==> src/pkg/dspwm_pkg.sv <==
package dspwm_pkg;
  // Register byte offsets
  localparam logic [7:0] DSPWM_CTRL_OFS = 8'h00;
  localparam logic [7:0] DSPWM_COUNT_OFS = 8'h04;
  localparam logic [7:0] DSPWM_CMPA_OFS = 8'h08;
  localparam logic [7:0] DSPWM_CMPB_OFS = 8'h0c;
  localparam logic [7:0] DSPWM_CAPTOP_OFS = 8'h10;
  localparam logic [7:0] DSPWM_FLAGS_OFS = 8'h14;
  localparam logic [7:0] DSPWM_STATUS_OFS = 8'h18;
  // Control field positions
  localparam int DSPWM_WGM_LSB = 0;
  localparam int DSPWM_ACTA_LSB = 4;
  localparam int DSPWM_ACTB_LSB = 6;
  localparam int DSPWM_DIRA_BIT = 8;
  localparam int DSPWM_DIRB_BIT = 9;
  localparam int DSPWM_RUN_BIT = 10;
  localparam int DSPWM_CTRL_W = 11;
  // Flag bit positions
  localparam int DSPWM_FLG_OVF = 0;
  localparam int DSPWM_FLG_CMPA = 1;
  localparam int DSPWM_FLG_CMPB = 2;
  localparam int DSPWM_FLG_CAP = 3;
  // Reset values
  localparam logic [10:0] DSPWM_CTRL_RST = 11'h000;
  localparam logic [15:0] DSPWM_WORD_RST = 16'h0000;
  // Waveform select codes
  localparam logic [3:0] DSPWM_WGM_PC8 = 4'h1;
  localparam logic [3:0] DSPWM_WGM_PC9 = 4'h2;
  localparam logic [3:0] DSPWM_WGM_PC10 = 4'h3;
  localparam logic [3:0] DSPWM_WGM_PFC_CAP = 4'h8;
  localparam logic [3:0] DSPWM_WGM_PFC_A = 4'h9;
  localparam logic [3:0] DSPWM_WGM_PC_CAP = 4'ha;
  localparam logic [3:0] DSPWM_WGM_PC_A = 4'hb;
  // Fixed tops
  localparam logic [15:0] DSPWM_TOP8 = 16'h00ff;
  localparam logic [15:0] DSPWM_TOP9 = 16'h01ff;
  localparam logic [15:0] DSPWM_TOP10 = 16'h03ff;
  localparam logic [15:0] DSPWM_TOP_MAX = 16'hffff;
  localparam logic [15:0] DSPWM_BOTTOM = 16'h0000;
  // Output actions
  localparam logic [1:0] DSPWM_ACT_OFF = 2'h0;
  localparam logic [1:0] DSPWM_ACT_TOGGLE = 2'h1;
  localparam logic [1:0] DSPWM_ACT_NONINV = 2'h2;
  localparam logic [1:0] DSPWM_ACT_INV = 2'h3;

  // Mapped word check, used by the slave for its error answer
  function automatic logic dspwm_addr_ok(input logic [7:0] a);
    dspwm_addr_ok = (a[1:0] == 2'h0) && (a <= DSPWM_STATUS_OFS);
  endfunction

  // Fixed-top value for a code, full range otherwise
  function automatic logic [15:0] dspwm_fixed_top(input logic [3:0] w);
    case (w)
      DSPWM_WGM_PC8: dspwm_fixed_top = DSPWM_TOP8;
      DSPWM_WGM_PC9: dspwm_fixed_top = DSPWM_TOP9;
      DSPWM_WGM_PC10: dspwm_fixed_top = DSPWM_TOP10;
      default: dspwm_fixed_top = DSPWM_TOP_MAX;
    endcase
  endfunction
endpackage

==> src/verilog/dspwm_apb.sv <==
`timescale 1ns/1ps
`default_nettype none
// APB slave front end: one wait-free access phase per transfer
module dspwm_apb
  import dspwm_pkg::*;
(
  input wire logic pclk,
  input wire logic presetn,
  input wire logic psel,
  input wire logic penable,
  input wire logic pwrite,
  input wire logic [7:0] paddr,
  input wire logic [31:0] rd_data,
  output logic pready,
  output logic pslverr,
  output logic [31:0] prdata,
  output logic wr_en
);
  logic pready_reg; // Ready raised for the access phase
  logic pslverr_reg; // Unmapped address answer
  logic [31:0] prdata_reg; // Read data captured in setup
  wire setup = psel && !penable; // Setup cycle seen

  // Sample answer during setup so it stands for the access edge
  always_ff @(posedge pclk or negedge presetn) begin
    if (!presetn) begin
      pready_reg <= 1'b0;
      pslverr_reg <= 1'b0;
      prdata_reg <= 32'h0000_0000;
    end else begin
      pready_reg <= setup;
      pslverr_reg <= setup && !dspwm_addr_ok(paddr);
      prdata_reg <= (setup && !pwrite) ? rd_data : 32'h0000_0000;
    end
  end

  assign pready = pready_reg;
  assign pslverr = pslverr_reg;
  assign prdata = prdata_reg;
  // Writes land only on the completing edge, never on an error
  assign wr_en = psel && penable && pready_reg && pwrite && !pslverr_reg;
endmodule // dspwm_apb
`default_nettype wire

==> src/verilog/dspwm_cmp.sv <==
`timescale 1ns/1ps
`default_nettype none
// One compare channel: buffer, active register and output level
module dspwm_cmp
  import dspwm_pkg::*;
(
  input wire logic pclk,
  input wire logic presetn,
  input wire logic wr_en,
  input wire logic [15:0] wr_data,
  input wire logic load,
  input wire logic buffered,
  input wire logic run,
  input wire logic [15:0] count,
  input wire logic down,
  input wire logic [15:0] top,
  input wire logic [1:0] action,
  input wire logic toggle_ok,
  output logic [15:0] cmp_buf,
  output logic [15:0] cmp_active,
  output logic match,
  output logic cmp_out
);
  logic [15:0] buf_reg; // Software-visible buffer
  logic [15:0] act_reg; // Value compared against the counter
  logic out_reg; // Compare output level
  logic out_next;
  wire inv = (action == DSPWM_ACT_INV); // Inverted polarity
  wire pwm = action[1]; // Either PWM action
  wire ext_lo = (act_reg == DSPWM_BOTTOM); // Pinned-low case
  wire ext_hi = (act_reg == top); // Pinned-high case

  assign match = run && (count == act_reg);

  // Buffer always takes the write; active follows at update point when buffered, else at once
  always_ff @(posedge pclk or negedge presetn) begin
    if (!presetn) begin
      buf_reg <= DSPWM_WORD_RST;
      act_reg <= DSPWM_WORD_RST;
      out_reg <= 1'b0;
    end else begin
      buf_reg <= wr_en ? wr_data : buf_reg;
      if (!buffered && wr_en)
        act_reg <= wr_data;
      else if (buffered && load)
        act_reg <= buf_reg;
      out_reg <= out_next;
    end
  end

  // Level decision; extremes override the slope matches
  always_comb begin
    out_next = out_reg;
    if (run && pwm) begin
      if (ext_lo)
        out_next = inv;
      else if (ext_hi)
        out_next = !inv;
      else if (match && !down)
        out_next = inv;
      else if (match && down)
        out_next = !inv;
    end else if (action == DSPWM_ACT_TOGGLE && toggle_ok && match) begin
      out_next = !out_reg;
    end
  end

  assign cmp_buf = buf_reg;
  assign cmp_active = act_reg;
  assign cmp_out = out_reg;
endmodule // dspwm_cmp
`default_nettype wire

==> src/verilog/dspwm_top.sv <==
`timescale 1ns/1ps
`default_nettype none
// Dual-slope 16-bit PWM timer with APB register access
module dspwm_top
  import dspwm_pkg::*;
(
  input wire logic pclk,
  input wire logic presetn,
  input wire logic psel,
  input wire logic penable,
  input wire logic pwrite,
  input wire logic [7:0] paddr,
  input wire logic [31:0] pwdata,
  output logic pready,
  output logic pslverr,
  output logic [31:0] prdata,
  output logic compare_output_a,
  output logic compare_output_a_oe,
  output logic compare_output_b,
  output logic compare_output_b_oe
);
  // Register and counter state
  logic [DSPWM_CTRL_W-1:0] ctrl_reg; // Mode, actions, direction, run
  logic [15:0] count_reg; // count_value
  logic [15:0] count_next;
  logic down_reg; // Counting downward
  logic down_next;
  logic [15:0] captop_reg; // capture_top_value, not buffered
  logic [3:0] flag_reg; // Sticky event flags
  logic [3:0] flag_next;
  logic oe_a_reg; // Pin A driven
  logic oe_b_reg; // Pin B driven

  // Bus side wires
  logic wr_en;
  logic [31:0] rd_data;

  // Channel wires
  logic [15:0] cmp_a_buf;
  logic [15:0] cmp_a_act;
  logic [15:0] cmp_b_buf;
  logic [15:0] cmp_b_act;
  logic match_a;
  logic match_b;
  logic out_a;
  logic out_b;

  // Control fields
  wire [3:0] waveform_select = ctrl_reg[DSPWM_WGM_LSB +: 4];
  wire [1:0] output_action_a = ctrl_reg[DSPWM_ACTA_LSB +: 2];
  wire [1:0] output_action_b = ctrl_reg[DSPWM_ACTB_LSB +: 2];
  wire pin_direction_a = ctrl_reg[DSPWM_DIRA_BIT];
  wire pin_direction_b = ctrl_reg[DSPWM_DIRB_BIT];
  wire run_bit = ctrl_reg[DSPWM_RUN_BIT];

  // Mode decode
  wire fixed_top = (waveform_select == DSPWM_WGM_PC8) ||
                   (waveform_select == DSPWM_WGM_PC9) ||
                   (waveform_select == DSPWM_WGM_PC10);
  wire pc_mode = fixed_top || (waveform_select == DSPWM_WGM_PC_CAP) ||
                 (waveform_select == DSPWM_WGM_PC_A);
  wire pfc_mode = (waveform_select == DSPWM_WGM_PFC_CAP) ||
                  (waveform_select == DSPWM_WGM_PFC_A);
  wire top_from_a = (waveform_select == DSPWM_WGM_PC_A) ||
                    (waveform_select == DSPWM_WGM_PFC_A);
  wire top_from_cap = (waveform_select == DSPWM_WGM_PC_CAP) ||
                      (waveform_select == DSPWM_WGM_PFC_CAP);
  // Other modes are not built here, so the counter idles in them
  wire active = run_bit && (pc_mode || pfc_mode);

  // Top selection: fixed, capture register or active compare A
  wire [15:0] top_value = top_from_a ? cmp_a_act :
                          top_from_cap ? captop_reg :
                          dspwm_fixed_top(waveform_select);
  wire at_top = active && !down_reg && (count_reg >= top_value);
  wire at_bottom = active && (count_reg == DSPWM_BOTTOM);
  // Update point differs: phase correct at top, frequency correct at zero
  wire load_pt = (pc_mode && at_top) || (pfc_mode && at_bottom);

  // Write decode
  wire wr_ctrl = wr_en && (paddr == DSPWM_CTRL_OFS);
  wire wr_count = wr_en && (paddr == DSPWM_COUNT_OFS);
  wire wr_cmpa = wr_en && (paddr == DSPWM_CMPA_OFS);
  wire wr_cmpb = wr_en && (paddr == DSPWM_CMPB_OFS);
  wire wr_cap = wr_en && (paddr == DSPWM_CAPTOP_OFS);
  wire wr_flags = wr_en && (paddr == DSPWM_FLAGS_OFS);
  // High compare bits are dropped on write while a fixed top is in use
  wire [15:0] cmp_wdata = pwdata[15:0] &
                          (fixed_top ? dspwm_fixed_top(waveform_select) : DSPWM_TOP_MAX);

  // Flag sources
  wire set_ovf = (pc_mode && at_bottom) || (pfc_mode && at_bottom);
  wire set_cmpa = match_a || (top_from_a && at_top);
  wire set_cap = top_from_cap && at_top;
  wire [3:0] flag_set = {set_cap, match_b, set_cmpa, set_ovf};
  wire [3:0] flag_clr = wr_flags ? pwdata[3:0] : 4'h0;

  // Read mux, valid in the setup cycle
  assign rd_data =
    (paddr == DSPWM_CTRL_OFS) ? {21'h000000, ctrl_reg} :
    (paddr == DSPWM_COUNT_OFS) ? {16'h0000, count_reg} :
    (paddr == DSPWM_CMPA_OFS) ? {16'h0000, cmp_a_buf} :
    (paddr == DSPWM_CMPB_OFS) ? {16'h0000, cmp_b_buf} :
    (paddr == DSPWM_CAPTOP_OFS) ? {16'h0000, captop_reg} :
    (paddr == DSPWM_FLAGS_OFS) ? {28'h0000000, flag_reg} :
    (paddr == DSPWM_STATUS_OFS) ? {29'h00000000, out_b, out_a, down_reg} :
    32'h0000_0000;

  // Dual-slope counting; turns at top and at bottom without holding either value
  always_comb begin
    count_next = count_reg;
    down_next = down_reg;
    if (wr_count) begin
      count_next = pwdata[15:0];
    end else if (active) begin
      if (at_top) begin
        down_next = 1'b1;
        count_next = count_reg - 16'h0001;
      end else if (down_reg && at_bottom) begin
        down_next = 1'b0;
        count_next = count_reg + 16'h0001;
      end else if (down_reg) begin
        count_next = count_reg - 16'h0001;
      end else begin
        count_next = count_reg + 16'h0001;
      end
    end
  end

  // Hardware set wins over a software clear in the same cycle
  assign flag_next = (flag_reg & ~flag_clr) | flag_set;

  // Control and counter state
  always_ff @(posedge pclk or negedge presetn) begin
    if (!presetn) begin
      ctrl_reg <= DSPWM_CTRL_RST;
      captop_reg <= DSPWM_WORD_RST;
      count_reg <= DSPWM_WORD_RST;
      down_reg <= 1'b0;
      flag_reg <= 4'h0;
    end else begin
      ctrl_reg <= wr_ctrl ? pwdata[DSPWM_CTRL_W-1:0] : ctrl_reg;
      captop_reg <= wr_cap ? pwdata[15:0] : captop_reg;
      count_reg <= count_next;
      down_reg <= down_next;
      flag_reg <= flag_next;
    end
  end

  // Pin enables: driven only for a connected action and output direction
  always_ff @(posedge pclk or negedge presetn) begin
    if (!presetn) begin
      oe_a_reg <= 1'b0;
      oe_b_reg <= 1'b0;
    end else begin
      oe_a_reg <= pin_direction_a && (output_action_a != DSPWM_ACT_OFF);
      oe_b_reg <= pin_direction_b && (output_action_b != DSPWM_ACT_OFF);
    end
  end

  // APB slave
  dspwm_apb u_apb (
    .pclk(pclk),
    .presetn(presetn),
    .psel(psel),
    .penable(penable),
    .pwrite(pwrite),
    .paddr(paddr),
    .rd_data(rd_data),
    .pready(pready),
    .pslverr(pslverr),
    .prdata(prdata),
    .wr_en(wr_en)
  );

  // Channel A; toggle allowed only when A itself sets the top
  dspwm_cmp u_cmp_a (
    .pclk(pclk),
    .presetn(presetn),
    .wr_en(wr_cmpa),
    .wr_data(cmp_wdata),
    .load(load_pt),
    .buffered(pc_mode || pfc_mode),
    .run(active),
    .count(count_reg),
    .down(down_reg),
    .top(top_value),
    .action(output_action_a),
    .toggle_ok(top_from_a),
    .cmp_buf(cmp_a_buf),
    .cmp_active(cmp_a_act),
    .match(match_a),
    .cmp_out(out_a)
  );

  // Channel B never toggles
  dspwm_cmp u_cmp_b (
    .pclk(pclk),
    .presetn(presetn),
    .wr_en(wr_cmpb),
    .wr_data(cmp_wdata),
    .load(load_pt),
    .buffered(pc_mode || pfc_mode),
    .run(active),
    .count(count_reg),
    .down(down_reg),
    .top(top_value),
    .action(output_action_b),
    .toggle_ok(1'b0),
    .cmp_buf(cmp_b_buf),
    .cmp_active(cmp_b_act),
    .match(match_b),
    .cmp_out(out_b)
  );

  assign compare_output_a = out_a;
  assign compare_output_b = out_b;
  assign compare_output_a_oe = oe_a_reg;
  assign compare_output_b_oe = oe_b_reg;
endmodule // dspwm_top
`default_nettype wire

==> config.mk <==
export PLATFORM = sky130hd
export DESIGN_NAME = dspwm_top
export DESIGN_NICKNAME = d
export VERILOG_FILES = /design/src/pkg/dspwm_pkg.sv /design/src/verilog/dspwm_apb.sv /design/src/verilog/dspwm_cmp.sv /design/src/verilog/dspwm_top.sv
export SDC_FILE = /design/constraint.sdc
export NUM_CORES = 1
export LEC_CHECK = 0
export BUFFER_PORTS_ARGS = -buffer_cell sky130_fd_sc_hd__buf_2
export CAP_MARGIN = 0
export CELL_PAD_IN_SITES_DETAIL_PLACEMENT = 1
export CELL_PAD_IN_SITES_GLOBAL_PLACEMENT = 2
export CORE_UTILIZATION = 41
export CTS_CLUSTER_SIZE = 12
export DETAILED_ROUTE_END_ITERATION = 12
export PLACE_DENSITY_LB_ADDON = 0.2
export SYNTH_ARGS = -nofsm -noshare
export SYNTH_HDL_FRONTEND = slang
export SYNTH_SLANG_ARGS = --single-unit
==> constraint.sdc <==
create_clock -name pclk -period 9.75 [get_ports pclk]
set_clock_uncertainty 0.1 [all_clocks]
set_input_delay 1.95 -clock pclk [delete_from_list [all_inputs] [get_ports pclk]]
set_output_delay 1.95 -clock pclk [all_outputs]
set_load 0.03 [all_outputs]
==> results.md <==
- Status: finished clean
- Depth of the most critical reg-to-reg path: 14
- Synth warn: 0
- CP top delay family: compound AO/OA/AOI/OAI gates
- Post-synthesis average cell area: about 9.4 sq um
- Post-DP HPWL: roughly 22000 microns
- Max-slew violation count: 0
- Clock transition at path regs: about 0.060 ns
- Slew headroom: a little over 20%
- DRT iter0 DRCs: 590
- Min Tclk post-route: between 5 and 6 ns
- Via/cell ratio: around 6
- DRC violations left: 0
- Crit path buffers/inverters: 2
- Crit-path cells: buf_4 > or2_1 > a21oi_2 > a211oi_1 > ha_1 > a21oi_1 > o21ai_1 > a2111oi_0 > a211o_1 > or3_1 > o32ai_4 > buf_4 > mux2i_1 > mux2i_1
- CP max stage delay: 0.65 ns
- Worst-Skew Late Latency: approximately 0.43 ns
- Cells after Synth: 908
- Total power: about 1300 uW
- Crit end category: flop
- Pre-antenna DRT Iters: 6
- Synthesis-to-layout area growth: 11.16%
- Crit Path Max Fanout: 18
- Yosys reg bits: approximately 130
- Unrepaired setup endpoints after global routing: no
- Total global-route track usage: between 20% and 30%
- Most frequent cells in the layout: dfrtp_1 (134), nand2_1 (83), a21oi_1 (75)
- Via count: 7388
- Full die area: 21470 sq um
- Post-synth top area share: 39.16%
- Final setup vio count: 0
- Initial Util: 42.04%
- Vias in the first global route: approximately 7700
- Post-route ant nets: 0
- Yosys cell types: 79
- Fin cells: 1203
- Fraction of layout cells with a size suffix above 1: ~18%
- Final Hold Viols: 0
- Post_cts resized: 0
- Static Leak: roughly 0.0040 uW
- Global route total overflow: 0
- Most common cell after layout, fill and taps aside: dfrtp_1
- Final WL: between 30000 and 40000 microns
- Setup bufs post-CTS: 0
- Worst reg2reg setup slack: about 4.5 ns
- Critical Path RT: 9.95 ns
- Worst Hold Class: flop to flop
- Rows: 52
- Port Buffer Count: 50
- Worst vdd ir: around 110 uV
- Root Buffer: clkbuf_16
- PD cells: around 140 nW/um^2
- Post-synth EDFFs: 0
- Die Y: 146.5 microns
- Core ar.: around 20000 sq um
- First-pass GRT wire length: ~48000 microns
- # nets final: ~980
- Number of hold buffers added after CTS: 0
- Fin Hold WS: around 0.38 ns
- Post-Syn Area: ~8600 sq um
- Share of async-settable or async-resettable flops after synthesis: 100.0%
- Arr. time, crit path: 5.44 ns
- Pin count of the biggest net entering global routing: 76
- H-tree levels: 4
- Ys flop type: dfrtp_1
- Yosys top cell by area: dfrtp_1
- Die Width: between 100 and 150 microns
- Fin crit share: between 50% and 60%
- Post-Place Cells: approximately 1200
- Slowest CP cell: o32ai_4
- Number of clock sinks: between 100 and 150
- WHS Path Cells: 2
- I/O pin cnt: 83
- Levels on crit path: 14
- Initial antenna violation count: 0
- Clock Path Buffers: 2
- Final GP Congestion: between 0.9 and 1
- Critical path class: flop to flop
- Fmax: roughly 190 MHz
- Num CTS Buffers: 17
- # diodes: 0
- CTS tree: yes
- Setup TNS: 0 ns
- Area contributors post-synth: dfrtp_1 (39%), mux2_2 (5.8%), mux2i_1 (5.6%), a21oi_1 (4.4%), nand2_1 (3.6%)
- Startpoint types: flop
- Register area share after synthesis: around two fifths
- Maxcap violations: 0
- Worst-margin pin slew: 1.187 ns
- Wire per inst: approximately 26 microns
area by class of cell:
| class | instances | area (sq um) |
|---|---|---|
| inverters | 23 | 86.33 |
| clock buffers | 18 | 439.2 |
| fillers | 2325 | 10850 |
| flip-flops and latches | 134 | 3353 |
| repair buffers | 65 | 369.1 |
| well taps | 270 | 337.8 |
| clock inverters | 14 | 172.7 |
| multi-input cells | 679 | 4760 |
report_power, final:
part | switching [uW] | internal (uW) | total, uW
Clock | 270 | 412 | 681
Combinational | 45.6 | 14.8 | 60.3
Sequential | 4.09 | 558 | 562
synthesized netlist by cell type, types with 4 or more instances:
| library cell | count |
|---|---|
| or4_1 | 4 |
| nor4_1 | 20 |
| nand2b_1 | 17 |
| a222oi_1 | 10 |
| o21a_1 | 5 |
| o21ai_1 | 5 |
| nor2b_1 | 8 |
| clkbuf_1 | 50 |
| buf_4 | 21 |
| xnor2_1 | 32 |
| ha_1 | 18 |
| and3_1 | 6 |
| a21oi_1 | 75 |
| xor2_1 | 27 |
| a211oi_1 | 11 |
| nand2_1 | 83 |
| a22oi_1 | 27 |
| dfrtp_1 | 134 |
| o21ai_0 | 31 |
| mux2i_1 | 48 |
| or3_1 | 5 |
| a31oi_1 | 6 |
| nand3_1 | 9 |
| buf_2 | 12 |
| inv_1 | 22 |
| o22ai_1 | 7 |
| o31ai_1 | 5 |
| nor3_1 | 12 |
| nor2_1 | 55 |
| nand4_1 | 20 |
| mux2_2 | 44 |
| and2_1 | 8 |
worst paths after layout:
check                                 start               endpoint
worst max-delay path            ctrl_reg[3]  u_cmp_b.cmp_active[9]
worst min-delay path            flag_reg[3]            flag_reg[3]
worst max register to register  ctrl_reg[3]  u_cmp_b.cmp_active[9]
worst min register to register  flag_reg[3]            flag_reg[3]
max in group asynchronous           presetn           ctrl_reg[10]
min in group asynchronous           presetn           count_reg[2]
through the flow:
step           cell area [sq um]  setup WS [ns]  utilization, %
2_1_floorplan               8618          5.812               -
3_3_place_gp                8906          4.664           43.73
3_5_place_dp                8906          4.566           43.73
4_1_cts                     9518          4.497           46.74
5_1_grt                     9518          4.119           46.74
6_report                    9518          4.515           46.74
tightest hold or removal path: cells and delay by family, from the launching register on:
kind	cells	cell delay [ns]
DFF	1	0.34
and+or+nand+nor	1	0.05
AOI/OAI and AO/OA	1	0.05
logic make-up after synthesis:
group	count (synthesis)	share of synthesized area (%)
other	1	0.04380
adder cells (fa/ha/maj)	18	2.630
AND/OR/NAND/NOR	275	17.23
AO/OA/AOI/OAI	219	17.32
buffers and inverters	110	6.181
multiplexers	92	11.40
flip-flops	134	39.16
XOR/XNOR	59	6.035
metal layers:
layer / global-route usage [%] / vias to the layer above / wire (microns)
li1: - / 3280 / -
met5: 0 / - / 0
met2: 50.67 / 266 / 15040
met1: 38.73 / 3774 / 13130
met3: 3.531 / 68 / 1569
met4: 12.34 / 0 / 1056
No activity file was read; power rests on OpenSTA's default activity.
